==> src/logic/pcr_pkg.sv <==
// Constants, field layout and carrier types for the protection configuration words.
// Assumes a 250 MHz core clock and an upstream command decoder that hands over whole words.
package pcr_pkg;

	// Command codes of the two words
	localparam logic [7:0]  CMD_PROT_CFG      = 8'h68;
	localparam logic [7:0]  CMD_VOUT_WIN      = 8'h69;
	localparam logic [15:0] PROT_CFG_RESET    = 16'h0000;
	localparam logic [15:0] VOUT_WIN_RESET    = 16'h0000;

	// Protection configuration word fields
	localparam int LOCKOUT_NV_LOG_BIT    = 15;
	localparam int STAGE_OC_LATCH_BIT    = 11;
	localparam int STAGE_OC_EN_BIT       = 10;
	localparam int OUT_MAX_OV_LATCH_BIT  = 9;
	localparam int OUT_MAX_OV_EN_BIT     = 8;
	localparam int DIE_OT_DIS_BIT        = 7;
	localparam int EXT_OT_DIS_BIT        = 6;
	localparam int INPUT_LATCH_BIT       = 5;
	localparam int INPUT_PROT_DIS_BIT    = 4;
	localparam int LOCKOUT_STATUS_BIT    = 3;
	localparam int STATUS_CLEAR_EN_BIT   = 2;
	localparam int ARM_CLK_SEL_BIT       = 1;
	localparam int MASTER_DIS_BIT        = 0;

	// Output window word fields
	localparam int VID_OV_MODE_LSB       = 14;
	localparam int VID_OV_RETRY_SEL_BIT  = 13;
	localparam int VID_OV_DELAY_LSB      = 8;
	localparam int VID_UV_MODE_LSB       = 6;
	localparam int VID_UV_DELAY_LSB      = 0;

	// Response encodings
	localparam logic [1:0] MODE_NONE     = 2'h0;
	localparam logic [1:0] MODE_LATCH    = 2'h1;
	localparam logic [1:0] MODE_HICCUP   = 2'h2;
	localparam logic [1:0] MODE_RETRY    = 2'h3;
	localparam logic [2:0] RETRY_FEW     = 3'h3;
	localparam logic [2:0] RETRY_MANY    = 3'h6;

	// Timing
	localparam int CLK_MHZ        = 250;
	localparam int OV_LSB_NS      = 200;
	localparam int OV_LSB_CYC     = OV_LSB_NS * CLK_MHZ / 1000;
	localparam int UV_LSB_US      = 20;
	localparam int UV_LSB_CYC     = UV_LSB_US * CLK_MHZ;
	localparam int ARM_SLOW_KHZ   = 20;
	localparam int ARM_FAST_KHZ   = 50;
	localparam int ARM_SLOW_CYC   = CLK_MHZ * 1000 / ARM_SLOW_KHZ;
	localparam int ARM_FAST_CYC   = CLK_MHZ * 1000 / ARM_FAST_KHZ;
	localparam logic [2:0] ARM_TICKS = 3'h4;

	// Comparator and pin levels from outside the clock domain
	typedef struct packed {
		logic vin_uv;
		logic vin_ov;
		logic stage_oc;
		logic out_max_ov;
		logic die_ot;
		logic ext_ot;
		logic vid_ov;
		logic vid_uv;
		logic en_pin;
		logic ton_normal;
		logic delivering;
		logic high_spike_shutdown;
	} pcr_fault_in_t;

	typedef struct packed {
		logic latch_off;
		logic hiccup;
		logic retry;
		logic ot_trip;
	} pcr_resp_t;

	typedef struct packed {
		logic vin;
		logic stage_oc;
		logic out_max_ov;
		logic die_ot;
		logic ext_ot;
		logic window_armed;
	} pcr_active_t;

	typedef enum logic [2:0] {
		ARM_IDLE  = 3'h1,
		ARM_WAIT  = 3'h2,
		ARM_READY = 3'h4
	} pcr_arm_state_t;

	// Number of allowed retries in retry mode
	function automatic logic [2:0] pcr_retry_limit(input logic few_sel);
		pcr_retry_limit = few_sel ? RETRY_FEW : RETRY_MANY;
	endfunction

endpackage

==> src/logic/pcr_protection_config_regs.sv <==
// Protection configuration words and the fault response logic they steer.
// Assumes command words arrive already decoded from the management bus on i_clk,
// and that fault comparator levels and the enable pin are asynchronous.
`timescale 1ns/1ps
`default_nettype none

// How it works
// NV lockout log only during delivery when set
// Reserved bits store value, change nothing
// Stage overcurrent enabled; latch or hiccup select
// Output max overvolt enabled; latch or hiccup
// Die overtemp bit set means disabled
// External overtemp bit set means disabled
// Input fault latches or hiccups per select
// Input disable bit kills lockout and overvolt
// Status lockout post only during delivery when set
// Clear status on restart, pin off, off
// Four selected-clock ticks before arming window
// Master disable spares spike protections
// Overvolt mode: none, latch, hiccup, retry
// Retry select picks three or six
// Overvolt persists delay times 200 ns
// Undervolt mode: none, latch, hiccup, six retries
// Undervolt persists delay times 20 us
// Persistence count restarts when fault clears
module pcr_protection_config_regs #(
	parameter int UV_LSB_CYC   = pcr_pkg::UV_LSB_CYC,
	parameter int ARM_SLOW_CYC = pcr_pkg::ARM_SLOW_CYC,
	parameter int ARM_FAST_CYC = pcr_pkg::ARM_FAST_CYC
) (
	input  wire logic                   i_clk,
	input  wire logic                   i_resetn,
	input  wire logic [7:0]             i_cmd,
	input  wire logic                   i_wr,
	input  wire logic                   i_rd,
	input  wire logic [15:0]            i_wdata,
	input  wire pcr_pkg::pcr_fault_in_t i_faults,
	input  wire logic                   i_restart,
	input  wire logic                   i_op_off,
	output logic [15:0]                 o_rdata,
	output logic                        o_ack,
	output logic                        o_nack,
	output pcr_pkg::pcr_resp_t          o_resp,
	output pcr_pkg::pcr_active_t        o_active,
	output logic                        o_nv_log,
	output logic                        o_status_post,
	output logic                        o_status_clear
);
	import pcr_pkg::*;

	localparam int FW = $bits(pcr_fault_in_t);

	// Register bank
	logic [15:0] prot_cfg;
	logic [15:0] vout_win;
	wire         hit_prot = (i_cmd == CMD_PROT_CFG);
	wire         hit_win  = (i_cmd == CMD_VOUT_WIN);
	wire         hit_any  = hit_prot | hit_win;
	wire  [15:0] rd_mux   = hit_prot ? prot_cfg : (hit_win ? vout_win : 16'h0000);

	always_ff @(posedge i_clk or negedge i_resetn) begin
		if (!i_resetn) begin
			prot_cfg <= PROT_CFG_RESET;
			vout_win <= VOUT_WIN_RESET;
		end else if (i_wr) begin
			// Whole word stored, reserved bits included R2
			if (hit_prot)
				prot_cfg <= i_wdata;
			if (hit_win)
				vout_win <= i_wdata;
		end
	end

	always_ff @(posedge i_clk or negedge i_resetn) begin
		if (!i_resetn) begin
			o_rdata <= 16'h0000;
			o_ack   <= 1'b0;
			o_nack  <= 1'b0;
		end else begin
			o_rdata <= i_rd ? rd_mux : o_rdata;
			o_ack   <= (i_rd | i_wr) & hit_any;
			o_nack  <= (i_rd | i_wr) & ~hit_any;
		end
	end

	// Field decode
	wire       master_on     = ~prot_cfg[MASTER_DIS_BIT];
	wire       vin_en        = master_on & ~prot_cfg[INPUT_PROT_DIS_BIT];
	wire       stage_oc_en   = master_on & prot_cfg[STAGE_OC_EN_BIT];
	wire       out_ov_en     = master_on & prot_cfg[OUT_MAX_OV_EN_BIT];
	wire       die_ot_en     = master_on & ~prot_cfg[DIE_OT_DIS_BIT];
	wire       ext_ot_en     = master_on & ~prot_cfg[EXT_OT_DIS_BIT];
	wire [1:0] ov_mode       = vout_win[VID_OV_MODE_LSB +: 2];
	wire [1:0] uv_mode       = vout_win[VID_UV_MODE_LSB +: 2];
	wire [4:0] ov_delay      = vout_win[VID_OV_DELAY_LSB +: 5];
	wire [5:0] uv_delay      = vout_win[VID_UV_DELAY_LSB +: 6];
	wire [2:0] ov_retry_max  = pcr_retry_limit(vout_win[VID_OV_RETRY_SEL_BIT]);
	wire [2:0] uv_retry_max  = pcr_retry_limit(1'b0);

	// Two-stage synchroniser; the second stage and its one-cycle delayed copy feed logic
	logic [FW-1:0] sync_a;
	logic [FW-1:0] sync_b;
	logic [FW-1:0] prev_b;
	always_ff @(posedge i_clk or negedge i_resetn) begin
		if (!i_resetn) begin
			sync_a <= '0;
			sync_b <= '0;
			prev_b <= '0;
		end else begin
			sync_a <= i_faults;
			sync_b <= sync_a;
			prev_b <= sync_b;
		end
	end
	pcr_fault_in_t flt;
	pcr_fault_in_t flt_prev;
	assign flt      = pcr_fault_in_t'(sync_b);
	assign flt_prev = pcr_fault_in_t'(prev_b);

	wire vin_uv_rise  = flt.vin_uv & ~flt_prev.vin_uv;
	wire vin_ov_rise  = flt.vin_ov & ~flt_prev.vin_ov;
	wire oc_rise      = flt.stage_oc & ~flt_prev.stage_oc;
	wire out_ov_rise  = flt.out_max_ov & ~flt_prev.out_max_ov;
	wire die_rise     = flt.die_ot & ~flt_prev.die_ot;
	wire ext_rise     = flt.ext_ot & ~flt_prev.ext_ot;
	wire spike_rise   = flt.high_spike_shutdown & ~flt_prev.high_spike_shutdown;
	wire ton_rise     = flt.ton_normal & ~flt_prev.ton_normal;
	wire en_fall      = flt_prev.en_pin & ~flt.en_pin;
	wire power_off    = en_fall | i_op_off;

	// Arming delay after on-time settles
	pcr_arm_state_t arm_state;
	pcr_arm_state_t next_arm_state;
	logic [15:0]    arm_cyc;
	logic [2:0]     arm_ticks;
	wire  [15:0]    arm_period = prot_cfg[ARM_CLK_SEL_BIT] ? 16'(ARM_SLOW_CYC)
	                                                       : 16'(ARM_FAST_CYC);
	wire            arm_tick   = (arm_cyc >= arm_period - 16'h0001);
	wire            ton_lost   = ~flt.ton_normal | power_off;

	always_comb begin
		next_arm_state = arm_state;
		case (arm_state)
			ARM_IDLE: begin
				if (ton_rise)
					next_arm_state = ARM_WAIT;
			end
			ARM_WAIT: begin
				if (ton_lost)
					next_arm_state = ARM_IDLE;
				else if (arm_tick && arm_ticks == ARM_TICKS - 3'h1)
					next_arm_state = ARM_READY;
			end
			ARM_READY: begin
				if (ton_lost)
					next_arm_state = ARM_IDLE;
			end
			default: next_arm_state = ARM_IDLE;
		endcase
	end

	always_ff @(posedge i_clk or negedge i_resetn) begin
		if (!i_resetn) begin
			arm_state <= ARM_IDLE;
			arm_cyc   <= 16'h0000;
			arm_ticks <= 3'h0;
		end else begin
			arm_state <= next_arm_state;
			if (arm_state != ARM_WAIT || ton_lost) begin
				arm_cyc   <= 16'h0000;
				arm_ticks <= 3'h0;
			end else if (arm_tick) begin
				arm_cyc   <= 16'h0000;
				arm_ticks <= arm_ticks + 3'h1;
			end else begin
				arm_cyc <= arm_cyc + 16'h0001;
			end
		end
	end

	wire window_armed = master_on & (arm_state == ARM_READY);
	wire ov_cond      = window_armed & flt.vid_ov & (ov_mode != MODE_NONE);
	wire uv_cond      = window_armed & flt.vid_uv & (uv_mode != MODE_NONE);

	// Persistence timers: prescaler per LSB, then LSB count against the delay
	logic [5:0]  ov_pre;
	logic [4:0]  ov_lsb;
	logic        ov_fired;
	logic [15:0] uv_pre;
	logic [5:0]  uv_lsb;
	logic        uv_fired;
	wire ov_trip = ov_cond & ~ov_fired & (ov_lsb >= ov_delay);
	wire uv_trip = uv_cond & ~uv_fired & (uv_lsb >= uv_delay);

	always_ff @(posedge i_clk or negedge i_resetn) begin
		if (!i_resetn) begin
			ov_pre   <= 6'h00;
			ov_lsb   <= 5'h00;
			ov_fired <= 1'b0;
		end else if (!ov_cond) begin
			ov_pre   <= 6'h00;
			ov_lsb   <= 5'h00;
			ov_fired <= 1'b0;
		end else if (ov_trip) begin
			ov_fired <= 1'b1;
		end else if (!ov_fired) begin
			if (ov_pre == 6'(OV_LSB_CYC - 1)) begin
				ov_pre <= 6'h00;
				ov_lsb <= ov_lsb + 5'h01;
			end else begin
				ov_pre <= ov_pre + 6'h01;
			end
		end
	end

	always_ff @(posedge i_clk or negedge i_resetn) begin
		if (!i_resetn) begin
			uv_pre   <= 16'h0000;
			uv_lsb   <= 6'h00;
			uv_fired <= 1'b0;
		end else if (!uv_cond) begin
			uv_pre   <= 16'h0000;
			uv_lsb   <= 6'h00;
			uv_fired <= 1'b0;
		end else if (uv_trip) begin
			uv_fired <= 1'b1;
		end else if (!uv_fired) begin
			if (uv_pre == 16'(UV_LSB_CYC - 1)) begin
				uv_pre <= 16'h0000;
				uv_lsb <= uv_lsb + 6'h01;
			end else begin
				uv_pre <= uv_pre + 16'h0001;
			end
		end
	end

	// Retry budgets; refilled only at power-off so retries cannot loop forever
	logic [2:0] ov_retries;
	logic [2:0] uv_retries;
	wire ov_retry_ok = (ov_retries < ov_retry_max);
	wire uv_retry_ok = (uv_retries < uv_retry_max);
	wire ov_do_retry = ov_trip & (ov_mode == MODE_RETRY) & ov_retry_ok;
	wire uv_do_retry = uv_trip & (uv_mode == MODE_RETRY) & uv_retry_ok;

	always_ff @(posedge i_clk or negedge i_resetn) begin
		if (!i_resetn) begin
			ov_retries <= 3'h0;
			uv_retries <= 3'h0;
		end else begin
			if (power_off)
				ov_retries <= 3'h0;
			else if (ov_do_retry)
				ov_retries <= ov_retries + 3'h1;
			if (power_off)
				uv_retries <= 3'h0;
			else if (uv_do_retry)
				uv_retries <= uv_retries + 3'h1;
		end
	end

	// Response requests per source
	wire oc_trip   = oc_rise & stage_oc_en;
	wire oov_trip  = out_ov_rise & out_ov_en;
	wire vin_trip  = (vin_uv_rise | vin_ov_rise) & vin_en;
	wire ot_trip   = (die_rise & die_ot_en) | (ext_rise & ext_ot_en);

	wire req_latch =
		(oc_trip & prot_cfg[STAGE_OC_LATCH_BIT]) |
		(oov_trip & prot_cfg[OUT_MAX_OV_LATCH_BIT]) |
		(vin_trip & prot_cfg[INPUT_LATCH_BIT]) |
		(ov_trip & (ov_mode == MODE_LATCH)) |
		(ov_trip & (ov_mode == MODE_RETRY) & ~ov_retry_ok) |
		(uv_trip & (uv_mode == MODE_LATCH)) |
		(uv_trip & (uv_mode == MODE_RETRY) & ~uv_retry_ok) |
		spike_rise;

	wire req_hiccup =
		(oc_trip & ~prot_cfg[STAGE_OC_LATCH_BIT]) |
		(oov_trip & ~prot_cfg[OUT_MAX_OV_LATCH_BIT]) |
		(vin_trip & ~prot_cfg[INPUT_LATCH_BIT]) |
		(ov_trip & (ov_mode == MODE_HICCUP)) |
		(uv_trip & (uv_mode == MODE_HICCUP));

	// Lockout logging and status clear
	wire lockout_evt  = vin_uv_rise & vin_en;
	wire nv_ok        = ~prot_cfg[LOCKOUT_NV_LOG_BIT] | flt.delivering;
	wire post_ok      = ~prot_cfg[LOCKOUT_STATUS_BIT] | flt.delivering;
	wire clear_evt    = prot_cfg[STATUS_CLEAR_EN_BIT] & (i_restart | power_off);

	always_ff @(posedge i_clk or negedge i_resetn) begin
		if (!i_resetn) begin
			o_resp         <= '0;
			o_active       <= '0;
			o_nv_log       <= 1'b0;
			o_status_post  <= 1'b0;
			o_status_clear <= 1'b0;
		end else begin
			// Latch-off holds until restart; a new trip in that cycle wins
			o_resp.latch_off <= req_latch | (o_resp.latch_off & ~i_restart);
			o_resp.hiccup    <= req_hiccup;
			o_resp.retry     <= ov_do_retry | uv_do_retry;
			o_resp.ot_trip   <= ot_trip;
			o_active         <= '{vin: vin_en, stage_oc: stage_oc_en, out_max_ov: out_ov_en,
			                      die_ot: die_ot_en, ext_ot: ext_ot_en,
			                      window_armed: window_armed};
			o_nv_log         <= lockout_evt & nv_ok;
			o_status_post    <= lockout_evt & post_ok;
			o_status_clear   <= clear_evt;
		end
	end

endmodule

`default_nettype wire

==> config.mk <==
export PLATFORM = sky130hd
export DESIGN_NAME = pcr_protection_config_regs
export DESIGN_NICKNAME = d
export VERILOG_FILES = /design/src/logic/pcr_pkg.sv /design/src/logic/pcr_protection_config_regs.sv
export SDC_FILE = /design/constraint.sdc
export NUM_CORES = 1
export LEC_CHECK = 0
export BUFFER_PORTS_ARGS = -buffer_cell sky130_fd_sc_hd__buf_2
export CORE_MARGIN = 5
export CORE_UTILIZATION = 45
export CTS_BUF_LIST = sky130_fd_sc_hd__clkbuf_16
export DETAILED_ROUTE_END_ITERATION = 16
export GPL_ROUTABILITY_DRIVEN = 0
export PLACE_DENSITY = 0.7
export SYNTH_ARGS = -nofsm -noshare
export SYNTH_HDL_FRONTEND = slang
export SYNTH_SLANG_ARGS = --single-unit
==> constraint.sdc <==
create_clock -name i_clk -period 3 [get_ports i_clk]
set_clock_uncertainty 0.15 [all_clocks]
set_input_delay 0.6 -clock i_clk [delete_from_list [all_inputs] [get_ports i_clk]]
set_output_delay 0.6 -clock i_clk [all_outputs]
set_load 0.05 [all_outputs]
Yosys cells after proc, flatten, opt, wreduce, memory -nomap -nowiden
Cells that the tools add are included.

operators by class
  add/sub/neg operators = 9
  multiply operators = 0
  div/mod/pow operators = 0
  order comparisons = 5
  eq/ne operators = 26
  shift operators = 0
  muxes and demuxes = 37
  bitwise logic cells = 98
  reductions and logical operators = 14

operators with widths
  cell                     number
  $mux W16                 8
  $and A1 B1 Y1            51
  $mux W6                  8
  $mux W3                  11
  $add A16 B1 Y16 const B  2
  $not A1 Y1               25
  $or A1 B1 Y1             22
  $mux W5                  4
  $eq A16 B13 Y1 const B   1
  $eq A8 B7 Y1 const B     2
  $ge A16 B16 Y1           1
  $sub A14 B1 Y15 const B  1
  $mux W14                 1
  $add A6 B1 Y6 const B    2
  $ne A2 B2 Y1 const B     6
  $reduce_bool A2 Y1       5
  $add A3 B1 Y3 const B    3
  $pmux W3 S3              1
  $reduce_and A3 Y1        3
  $eq A2 B2 Y1 const B     4
  $ne A2 B1 Y1 const B     4
  $reduce_and A2 Y1        4
  $eq A3 B2 Y1 const B     2
  $eq A6 B6 Y1 const B     1
  13 further kinds         17

word-level totals
  flip-flop bits (word level) = 162
  latch bits = 0
  RAM bits = 0
  ROM bits = 0
  bits of input ports = 42
  output and inout port bits = 31
  logic and storage cells = 221
  memories kept = 0

Longest topological paths before layout
Gate-level depths: netlist of the first run.

  depth after elaboration = 13
  mapped depth = 9
  gate-level depth less buffers = 7

Worst setup path after synthesis of the first run
No wires, ideal clock.

  path kind = reg2reg
  from = register arm_cyc[2]
  to = register arm_cyc[10]
  library setup time = 0.072 ns
  arrival time = 2.206 ns
  data required time = 2.778 ns
  slack = 0.572 ns
  cell stages (with the launch flop) = 9
  path buffers = 2
  period minus slack after synthesis = 2.428 ns
  path through = dfrtp_1 -> ha_1 -> a211o_1 -> a311o_1 -> a21oi_1 -> nand2b_1 -> clkbuf_1 -> clkbuf_1 -> nor2_1

between the ends
  word-level cells in the longest chain between the ends = 3
  elaborated cells between the ends (all ways) = 4
  those cells by class = add/sub (1); order compare (1); mux (2)

RTL lines
  item                                                      RTL line                                                              source
  start, declared                                           pcr_protection_config_regs.sv:134                                     logic [15:0] arm_cyc;
  start signal, assigned                                    pcr_protection_config_regs.sv:176                                     arm_cyc <= arm_cyc + 16'h0001;
  $add A16 B1 Y16 / $ge A16 B16 Y1 (equally long branches)  pcr_protection_config_regs.sv:176, pcr_protection_config_regs.sv:138
  $mux W16 *                                                pcr_protection_config_regs.sv:172                                     end else if (arm_tick) begin
  $mux W16 *                                                pcr_protection_config_regs.sv:169                                     if (arm_state != ARM_WAIT || ton_lost) begin

Mark *: on every way between the ends. The rest lies on a longest branch, timed or not.
A chain may end at the register's enable or synchronous reset.

Worst setup path after layout of the first run
  from = register ov_lsb[3]
  to = register ov_pre[2]

between the ends
  word-level cells in the longest chain between the ends = 4

RTL lines
  item                         RTL line                           source
  start, declared              pcr_protection_config_regs.sv:187  logic [4:0] ov_lsb;
  start signal, assigned       pcr_protection_config_regs.sv:209  ov_lsb <= ov_lsb + 5'h01;
  $ge A5 B5 Y1                 pcr_protection_config_regs.sv:192  wire ov_trip = ov_cond & ~ov_fired & (ov_lsb >= ov_delay);
  $and A1 B1 Y1                pcr_protection_config_regs.sv:192
  $ne A2 B2 Y1 (no line)       --
  $reduce_and A2 Y1 (no line)  --
  end signal, assigned         pcr_protection_config_regs.sv:211  ov_pre <= ov_pre + 6'h01;
  end, declared                pcr_protection_config_regs.sv:186  logic [5:0] ov_pre;

No other way between the ends.

==> results.rst, run 1 <==
.. list-table::
   :header-rows: 1

   * - Metric
     - Value
   * - Status
     - completed
   * - Biggest area contributors in the synthesized netlist
     - dfrtp_1 (55%), mux2_2 (5.0%), ha_1 (4.8%)
   * - Power share of the sequential group
     - 47.3%
   * - Die height
     - 137 µm
   * - P per Cell Area
     - 557 nW/µm²
   * - Core area
     - 15800 µm²
   * - Number of instances in the synthesized netlist
     - 649
   * - Clk root buf
     - clkbuf_16
   * - N_diodes
     - 0
   * - Pwr Total
     - 4.74 mW
   * - Yosys cell types
     - 68
   * - Number of hold buffers added after cts
     - 0
   * - Number of warnings reported in the yosys synthesis log
     - 0
   * - Leading cell type in the layout, fill and taps excluded
     - dfrtp_1
   * - Worst slew slack as a fraction of its limit
     - 50.2%
   * - Post-synthesis cell type with the largest combined area
     - dfrtp_1
   * - Utilization after layout
     - 53.7%
   * - DRT iter0 DRCs
     - 502
   * - #FFs+latches synth
     - 159
   * - Final-stage net count
     - 803
   * - Residual DRC
     - 0
   * - # rows
     - 46
   * - Leakage
     - 3.84 nW
   * - Post-route minimum period
     - 2610 ps
   * - Share of flip-flops with an asynchronous set or reset after synthesis
     - 100%
   * - Clock power frac
     - 45.8%
   * - Critical path type
     - register to register
   * - Die outline area
     - 18700 µm²
   * - Critical path fanouts, max
     - 11
   * - Horizontal die dimension
     - 137 µm
   * - Main synth FF type
     - dfrtp_1
   * - Cell Int Power
     - 3.61 mW
   * - Layout cells sized above 1
     - 22.7%
   * - Worst Path Arrival
     - 2820 ps
   * - Initial antenna violation count
     - 0
   * - Fraction of post-synthesis cell area in the top cell type by area
     - 54.7%
   * - Total global routing track utilization
     - 18.8%
   * - Net count after synthesis
     - 719
   * - Clock transition at the register clock pins on the worst setup and hold paths after CTS
     - 70 ps
   * - Aggregate global routing overflow
     - 0
   * - Largest net degree at the start of global routing
     - 65
   * - Wire length per cell after detailed routing
     - 17.1 µm
   * - Clock buffers created by TritonCTS
     - 17
   * - Via count of the first global-routing pass
     - 5514
   * - Sink count of the clock tree
     - 159
   * - Minimum hold slack
     - 6.45 ps
   * - NetSw
     - 1.12 mW
   * - Switching portion of total power
     - 23.7%
   * - Maximum ir drop on the vdd rail
     - 0.000389 V
   * - Number of enable flip-flop cells after synthesis
     - 0
   * - Category of the worst setup path launch point
     - register
   * - RSZ-0062 raised after global routing
     - no
   * - Vias per std cell
     - 5.55
   * - Half-perimeter wire length after detailed placement
     - 11600 µm
   * - Final number of hold-violating endpoints
     - 0
   * - Post-CTS Setup Repair Bufs
     - 0
   * - Final wirelength
     - 16400 µm
   * - Number of antenna-violating nets in the routed design
     - 0
   * - Endpoint required time on the critical path
     - 3210 ps
   * - Slew Viols, Final
     - 0
   * - H-tree levels
     - 4
   * - Detailed-route via count
     - 5337
   * - Crit share post-route
     - 87.0%
   * - First-pass detailed-route iteration total
     - 5
   * - Crit path capture type
     - register
   * - Area Growth Syn to Fin
     - 17.6%
   * - Leading cell types in the layout, fill and taps excluded
     - dfrtp_1 (158), buf_2 (71), nand2_1 (47), nor2_1 (46), inv_1 (45)
   * - # IOs
     - 73
   * - Buffers from clock root to sink, at most
     - 2
   * - CTS tree
     - built
   * - Mapped Avg Cell Area
     - 11.1 µm²
   * - Sequential fraction of the synthesis area
     - 55.1%
   * - Global-route wire length before repair
     - 27500 µm
   * - IO buf count
     - 72
   * - Clock latency on the worst-skew pair
     - 430 ps
   * - Post-CTS sizing
     - 0
   * - Class of the worst hold path
     - input port to async pin
   * - Filler cells
     - 1370
   * - Combined area of all synthesized cells
     - 7230 µm²
   * - Max-Cap Viols
     - 0
   * - Setup violators final
     - 0
   * - Total negative slack
     - 0 ps
   * - Actual transition at the worst max-transition pin
     - 745 ps
   * - Initial Utilization
     - 45.7%
   * - Fmax
     - 383 MHz
   * - Share of power burned in combinational logic
     - 6.8%
cells by family after synthesis:
kind of cell | Yosys count | synth area share [%]
DFF | 159 | 55.1
xor gates and xnor gates | 19 | 2.30
muxes | 56 | 8.31
AOI/OAI and AO/OA | 113 | 10.8
buffers and inverters | 66 | 3.53
adders and majority gates | 28 | 4.85
and+or+nand+nor | 207 | 15.1
other | 1 | 0.0519
through the flow:
stage	cells	worst slack (ps)	instance area, µm²
global placement	930	552	7900
detailed placement	930	456	7900
finish	962	389	8500
floorplan	649	572	7230
CTS	962	438	8500
global route	962	297	8500
power groups by stage:
stage	logic, mW	clock network (mW)	registers (mW)
final	0.323	2.17	2.24
after global routing	0.361	2.33	2.25
after CTS	0.328	2.23	2.24
after detailed placement	0.326	0	2.28
after global placement	0.315	0	2.28
after floorplan	0.144	0	2.30
final cells by class:
cell class	instances	area [µm²]	share of cell area, %
repair buffers	88	499	5.88
clock buffers	17	425	5.01
inverters	43	161	1.90
multi-input cells	424	2990	35.2
flip-flops and latches	159	3980	46.8
clock inverters	15	169	1.99
well taps	216	270	3.18
metal layers:
metal / vias up / wire length, µm / global-route usage (%)
met2: 157 / 7990 / 30.9
li1: 2491 / - / -
met5: - / 0 / 0
met3: 26 / 789 / 3.90
met4: 0 / 299 / 7.11
met1: 2663 / 7330 / 24.6
path summary, 6_finish.rpt:
| path | cells after the start | from | slack (ps) | end |
|---|---|---|---|---|
| setup / recovery | 6 | ov_lsb[3] | 390 | ov_pre[2] |
| hold / removal | 1 | i_resetn | 6 | o_rdata[3] |
| setup reg to reg | 6 | ov_lsb[3] | 390 | ov_pre[2] |
| hold reg to reg | 0 | sync_a[0] | 200 | flt[0] |
| max in group asynchronous | 2 | i_resetn | 1910 | arm_state[0] |
| min in group i_clk | 1 | i_faults[7] | 130 | sync_a[7] |
cells in the mapped netlist, drive strengths merged, types with 5 or more instances:
master,n
dfrtp,158
nor2,49
nand2,47
inv,43
mux2,32
ha,28
a21oi,27
mux2i,24
nand3,23
clkbuf,19
o21ai,19
o22ai,19
nor3,17
xnor2,11
nand4,10
nor2b,10
or3,8
xor2,8
nand2b,7
o211ai,7
or4,7
a32o,5
nand3b,5
sequential cells by signal (all words and copies together), names as in the netlist, 3 cells and up:
name and count:
uv_lsb 6, o_resp 4, arm_state 3, ov_retries 3, uv_pre 16, flt_prev 9
uv_retries 3, arm_ticks 3, vout_win 16, flt 12, o_active 6, prot_cfg 16
o_rdata 16, ov_pre 6, ov_lsb 5, sync_a 12, arm_cyc 16
critical path, stage by stage (launching register included):
cell and delay (ps):
dfrtp_1 420, ha_1 300, or2_2 280, a211oi_1 360, nor2_1 240, or4b_2 640, a21oi_1 150
Power figures use the tool's default switching activity.
==> run 2: changes to the inputs <==
Settings changed: CELL_PAD_IN_SITES_DETAIL_PLACEMENT set to 1, CELL_PAD_IN_SITES_GLOBAL_PLACEMENT set to 2, CORE_UTILIZATION 45 to 39, PLACE_DENSITY 0.7 to 0.85.
==> results.rst, run 2 (synthesis results as in run 1) <==
.. list-table::
   :header-rows: 1

   * - Metric
     - Value
   * - Worst Path Arrival
     - 2870 ps
   * - Final number of hold-violating endpoints
     - 0
   * - Total negative slack
     - 0 ps
   * - IO buf count
     - 72
   * - Worst slew slack as a fraction of its limit
     - 51.1%
   * - CTS tree
     - built
   * - Clock transition at the register clock pins on the worst setup and hold paths after CTS
     - 60 ps
   * - Post-CTS Setup Repair Bufs
     - 0
   * - Class of the worst hold path
     - input port to register
   * - Critical path buffer and inverter count
     - 1
   * - Half-perimeter wire length after detailed placement
     - 13200 µm
   * - Pre-CTS setup slack
     - 368 ps
   * - Final wirelength
     - 18700 µm
   * - Leading cell type in the layout, fill and taps excluded
     - dfrtp_1
   * - Number of antenna-violating nets in the routed design
     - 0
   * - Endpoint required time on the critical path
     - 3200 ps
   * - # IOs
     - 73
   * - Horizontal die dimension
     - 146 µm
   * - First-pass detailed-route iteration total
     - 5
   * - Most used routing layer in global routing
     - met2
   * - N_diodes
     - 0
   * - Residual DRC
     - 0
   * - Sink count of the clock tree
     - 159
   * - Total global routing track utilization
     - 18.3%
   * - Longest individual stage delay on the worst path
     - 640 ps
   * - Slew Viols, Final
     - 0
   * - Pwr Total
     - 4.82 mW
   * - Layout cells sized above 1
     - 22.5%
   * - Aggregate global routing overflow
     - 0
   * - Post-CTS sizing
     - 0
   * - Largest net degree at the start of global routing
     - 60
   * - GR Layer Usage met3
     - 4.37%
   * - H-tree levels
     - 4
   * - Setup violators final
     - 0
   * - Minimum hold slack
     - 127 ps
   * - Met1 track demand over resource
     - 23.1%
   * - Number of hold buffers added after cts
     - 1
   * - Met2 layer usage reported by global route
     - 31.3%
   * - Actual transition at the worst max-transition pin
     - 726 ps
   * - Leading cell types in the layout, fill and taps excluded
     - dfrtp_1 (158), buf_2 (71), nand2_1 (47), nor2_1 (46), inv_1 (46)
   * - Final-stage net count
     - 804
   * - Beginning of the worst register-to-register path
     - vout_win[11]
   * - RSZ-0062 raised after global routing
     - no
   * - Maximum ir drop on the vdd rail
     - 0.000336 V
   * - Crit share post-route
     - 88.9%
   * - Global-route wire length before repair
     - 31800 µm
   * - DRT iter0 DRCs
     - 261
   * - Placed cell area
     - 7920 µm²
   * - Leakage
     - 3.85 nW
   * - # rows
     - 49
   * - Area Growth Syn to Fin
     - 18.1%
   * - Final non-filler cell area
     - 8530 µm²
   * - Clk root buf
     - clkbuf_16
   * - Detailed-route via count
     - 5383
   * - Launch point of the worst path
     - vout_win[11]
   * - Cell with the largest stage delay on the worst path
     - or4b_2
   * - Capturing element of the worst setup path
     - ov_pre[2]
   * - Initial Utilization
     - 40.0%
   * - Clock buffers created by TritonCTS
     - 17
   * - Clock latency on the worst-skew pair
     - 430 ps
   * - Setup ws final
     - 332 ps
   * - Category of the worst setup path launch point
     - register
   * - Critical path fanouts, max
     - 11
   * - Worst r2r dst
     - ov_pre[2]
   * - Die height
     - 146 µm
   * - Vias per std cell
     - 5.52
   * - Critical path type
     - register to register
   * - Crit-path leading delay family
     - simple AND/OR/NAND/NOR gates
   * - Max-Cap Viols
     - 0
   * - Initial antenna violation count
     - 0
   * - Wire length per cell after detailed routing
     - 19.1 µm
   * - Buffers from clock root to sink, at most
     - 2
   * - Fmax
     - 375 MHz
   * - Crit path capture type
     - register
   * - Worst r2r path cells
     - 7
   * - Core area
     - 18100 µm²
   * - P per Cell Area
     - 565 nW/µm²
   * - Via count of the first global-routing pass
     - 6032
   * - Status
     - completed
   * - Post-route minimum period
     - 2670 ps
   * - Chain of cells forming the critical path
     - inv_1, ha_1, or2_2, a211oi_1, nor2_1, or4b_2, a21oi_1
   * - Filler cells
     - 1965
   * - Stages on the worst setup path
     - 7
   * - Reg-to-reg slack, setup
     - 330 ps
   * - Die outline area
     - 21400 µm²
-- run 2: cell types whose count changed in the layout (fill, tap and decap cells not counted), sizes merged --
cell,previous run,this run
bufinv,3,4
dlygate4sd3,0,1
inv,48,46
clkinv,5,6
-- run 2: how the worst min path moves through the flow --
stage	start	to	slack (ps)	depth (start not counted)
2_1_floorplan	i_resetn	arm_cyc[0]	150	0
3_3_place_gp	sync_a[7]	flt[7]	180	0
3_5_place_dp	sync_a[1]	flt[1]	190	0
4_1_cts	i_faults[11]	sync_a[11]	110	1
5_1_grt	i_faults[10]	sync_a[10]	110	1
6_report	i_faults[11]	sync_a[11]	130	1
-- run 2: report_power, final --
group | leakage [nW] | internal (mW) | switching, mW
combinational | 1.44 | 0.108 | 0.229
sequential | 2.11 | 2.20 | 0.0386
clock | 0.304 | 1.37 | 0.869
-- run 2: final cells by class --
class | instances | area [µm²] | area share [%]
Multi-Input combinational cell | 424 | 2990 | 35.1
Clock inverter | 15 | 179 | 2.10
Sequential cell | 159 | 3980 | 46.6
Timing Repair Buffer | 89 | 509 | 5.97
Tap cell | 229 | 287 | 3.36
Clock buffer | 17 | 425 | 4.99
Inverter | 43 | 161 | 1.89
-- run 2: metrics by stage --
stage	utilization, %	instances
floorplan	-	649
global placement	43.8	943
detailed placement	43.8	943
CTS	47.2	976
global route	47.2	976
finish	47.2	976
-- run 2: routing by layer --
metal	share of wire, %	wire, µm	vias to the layer above
met5	0	0	-
met4	1.4	260	0
met3	3.4	626	22
met2	51	9430	70
met1	45	8350	2800
li1	-	-	2491
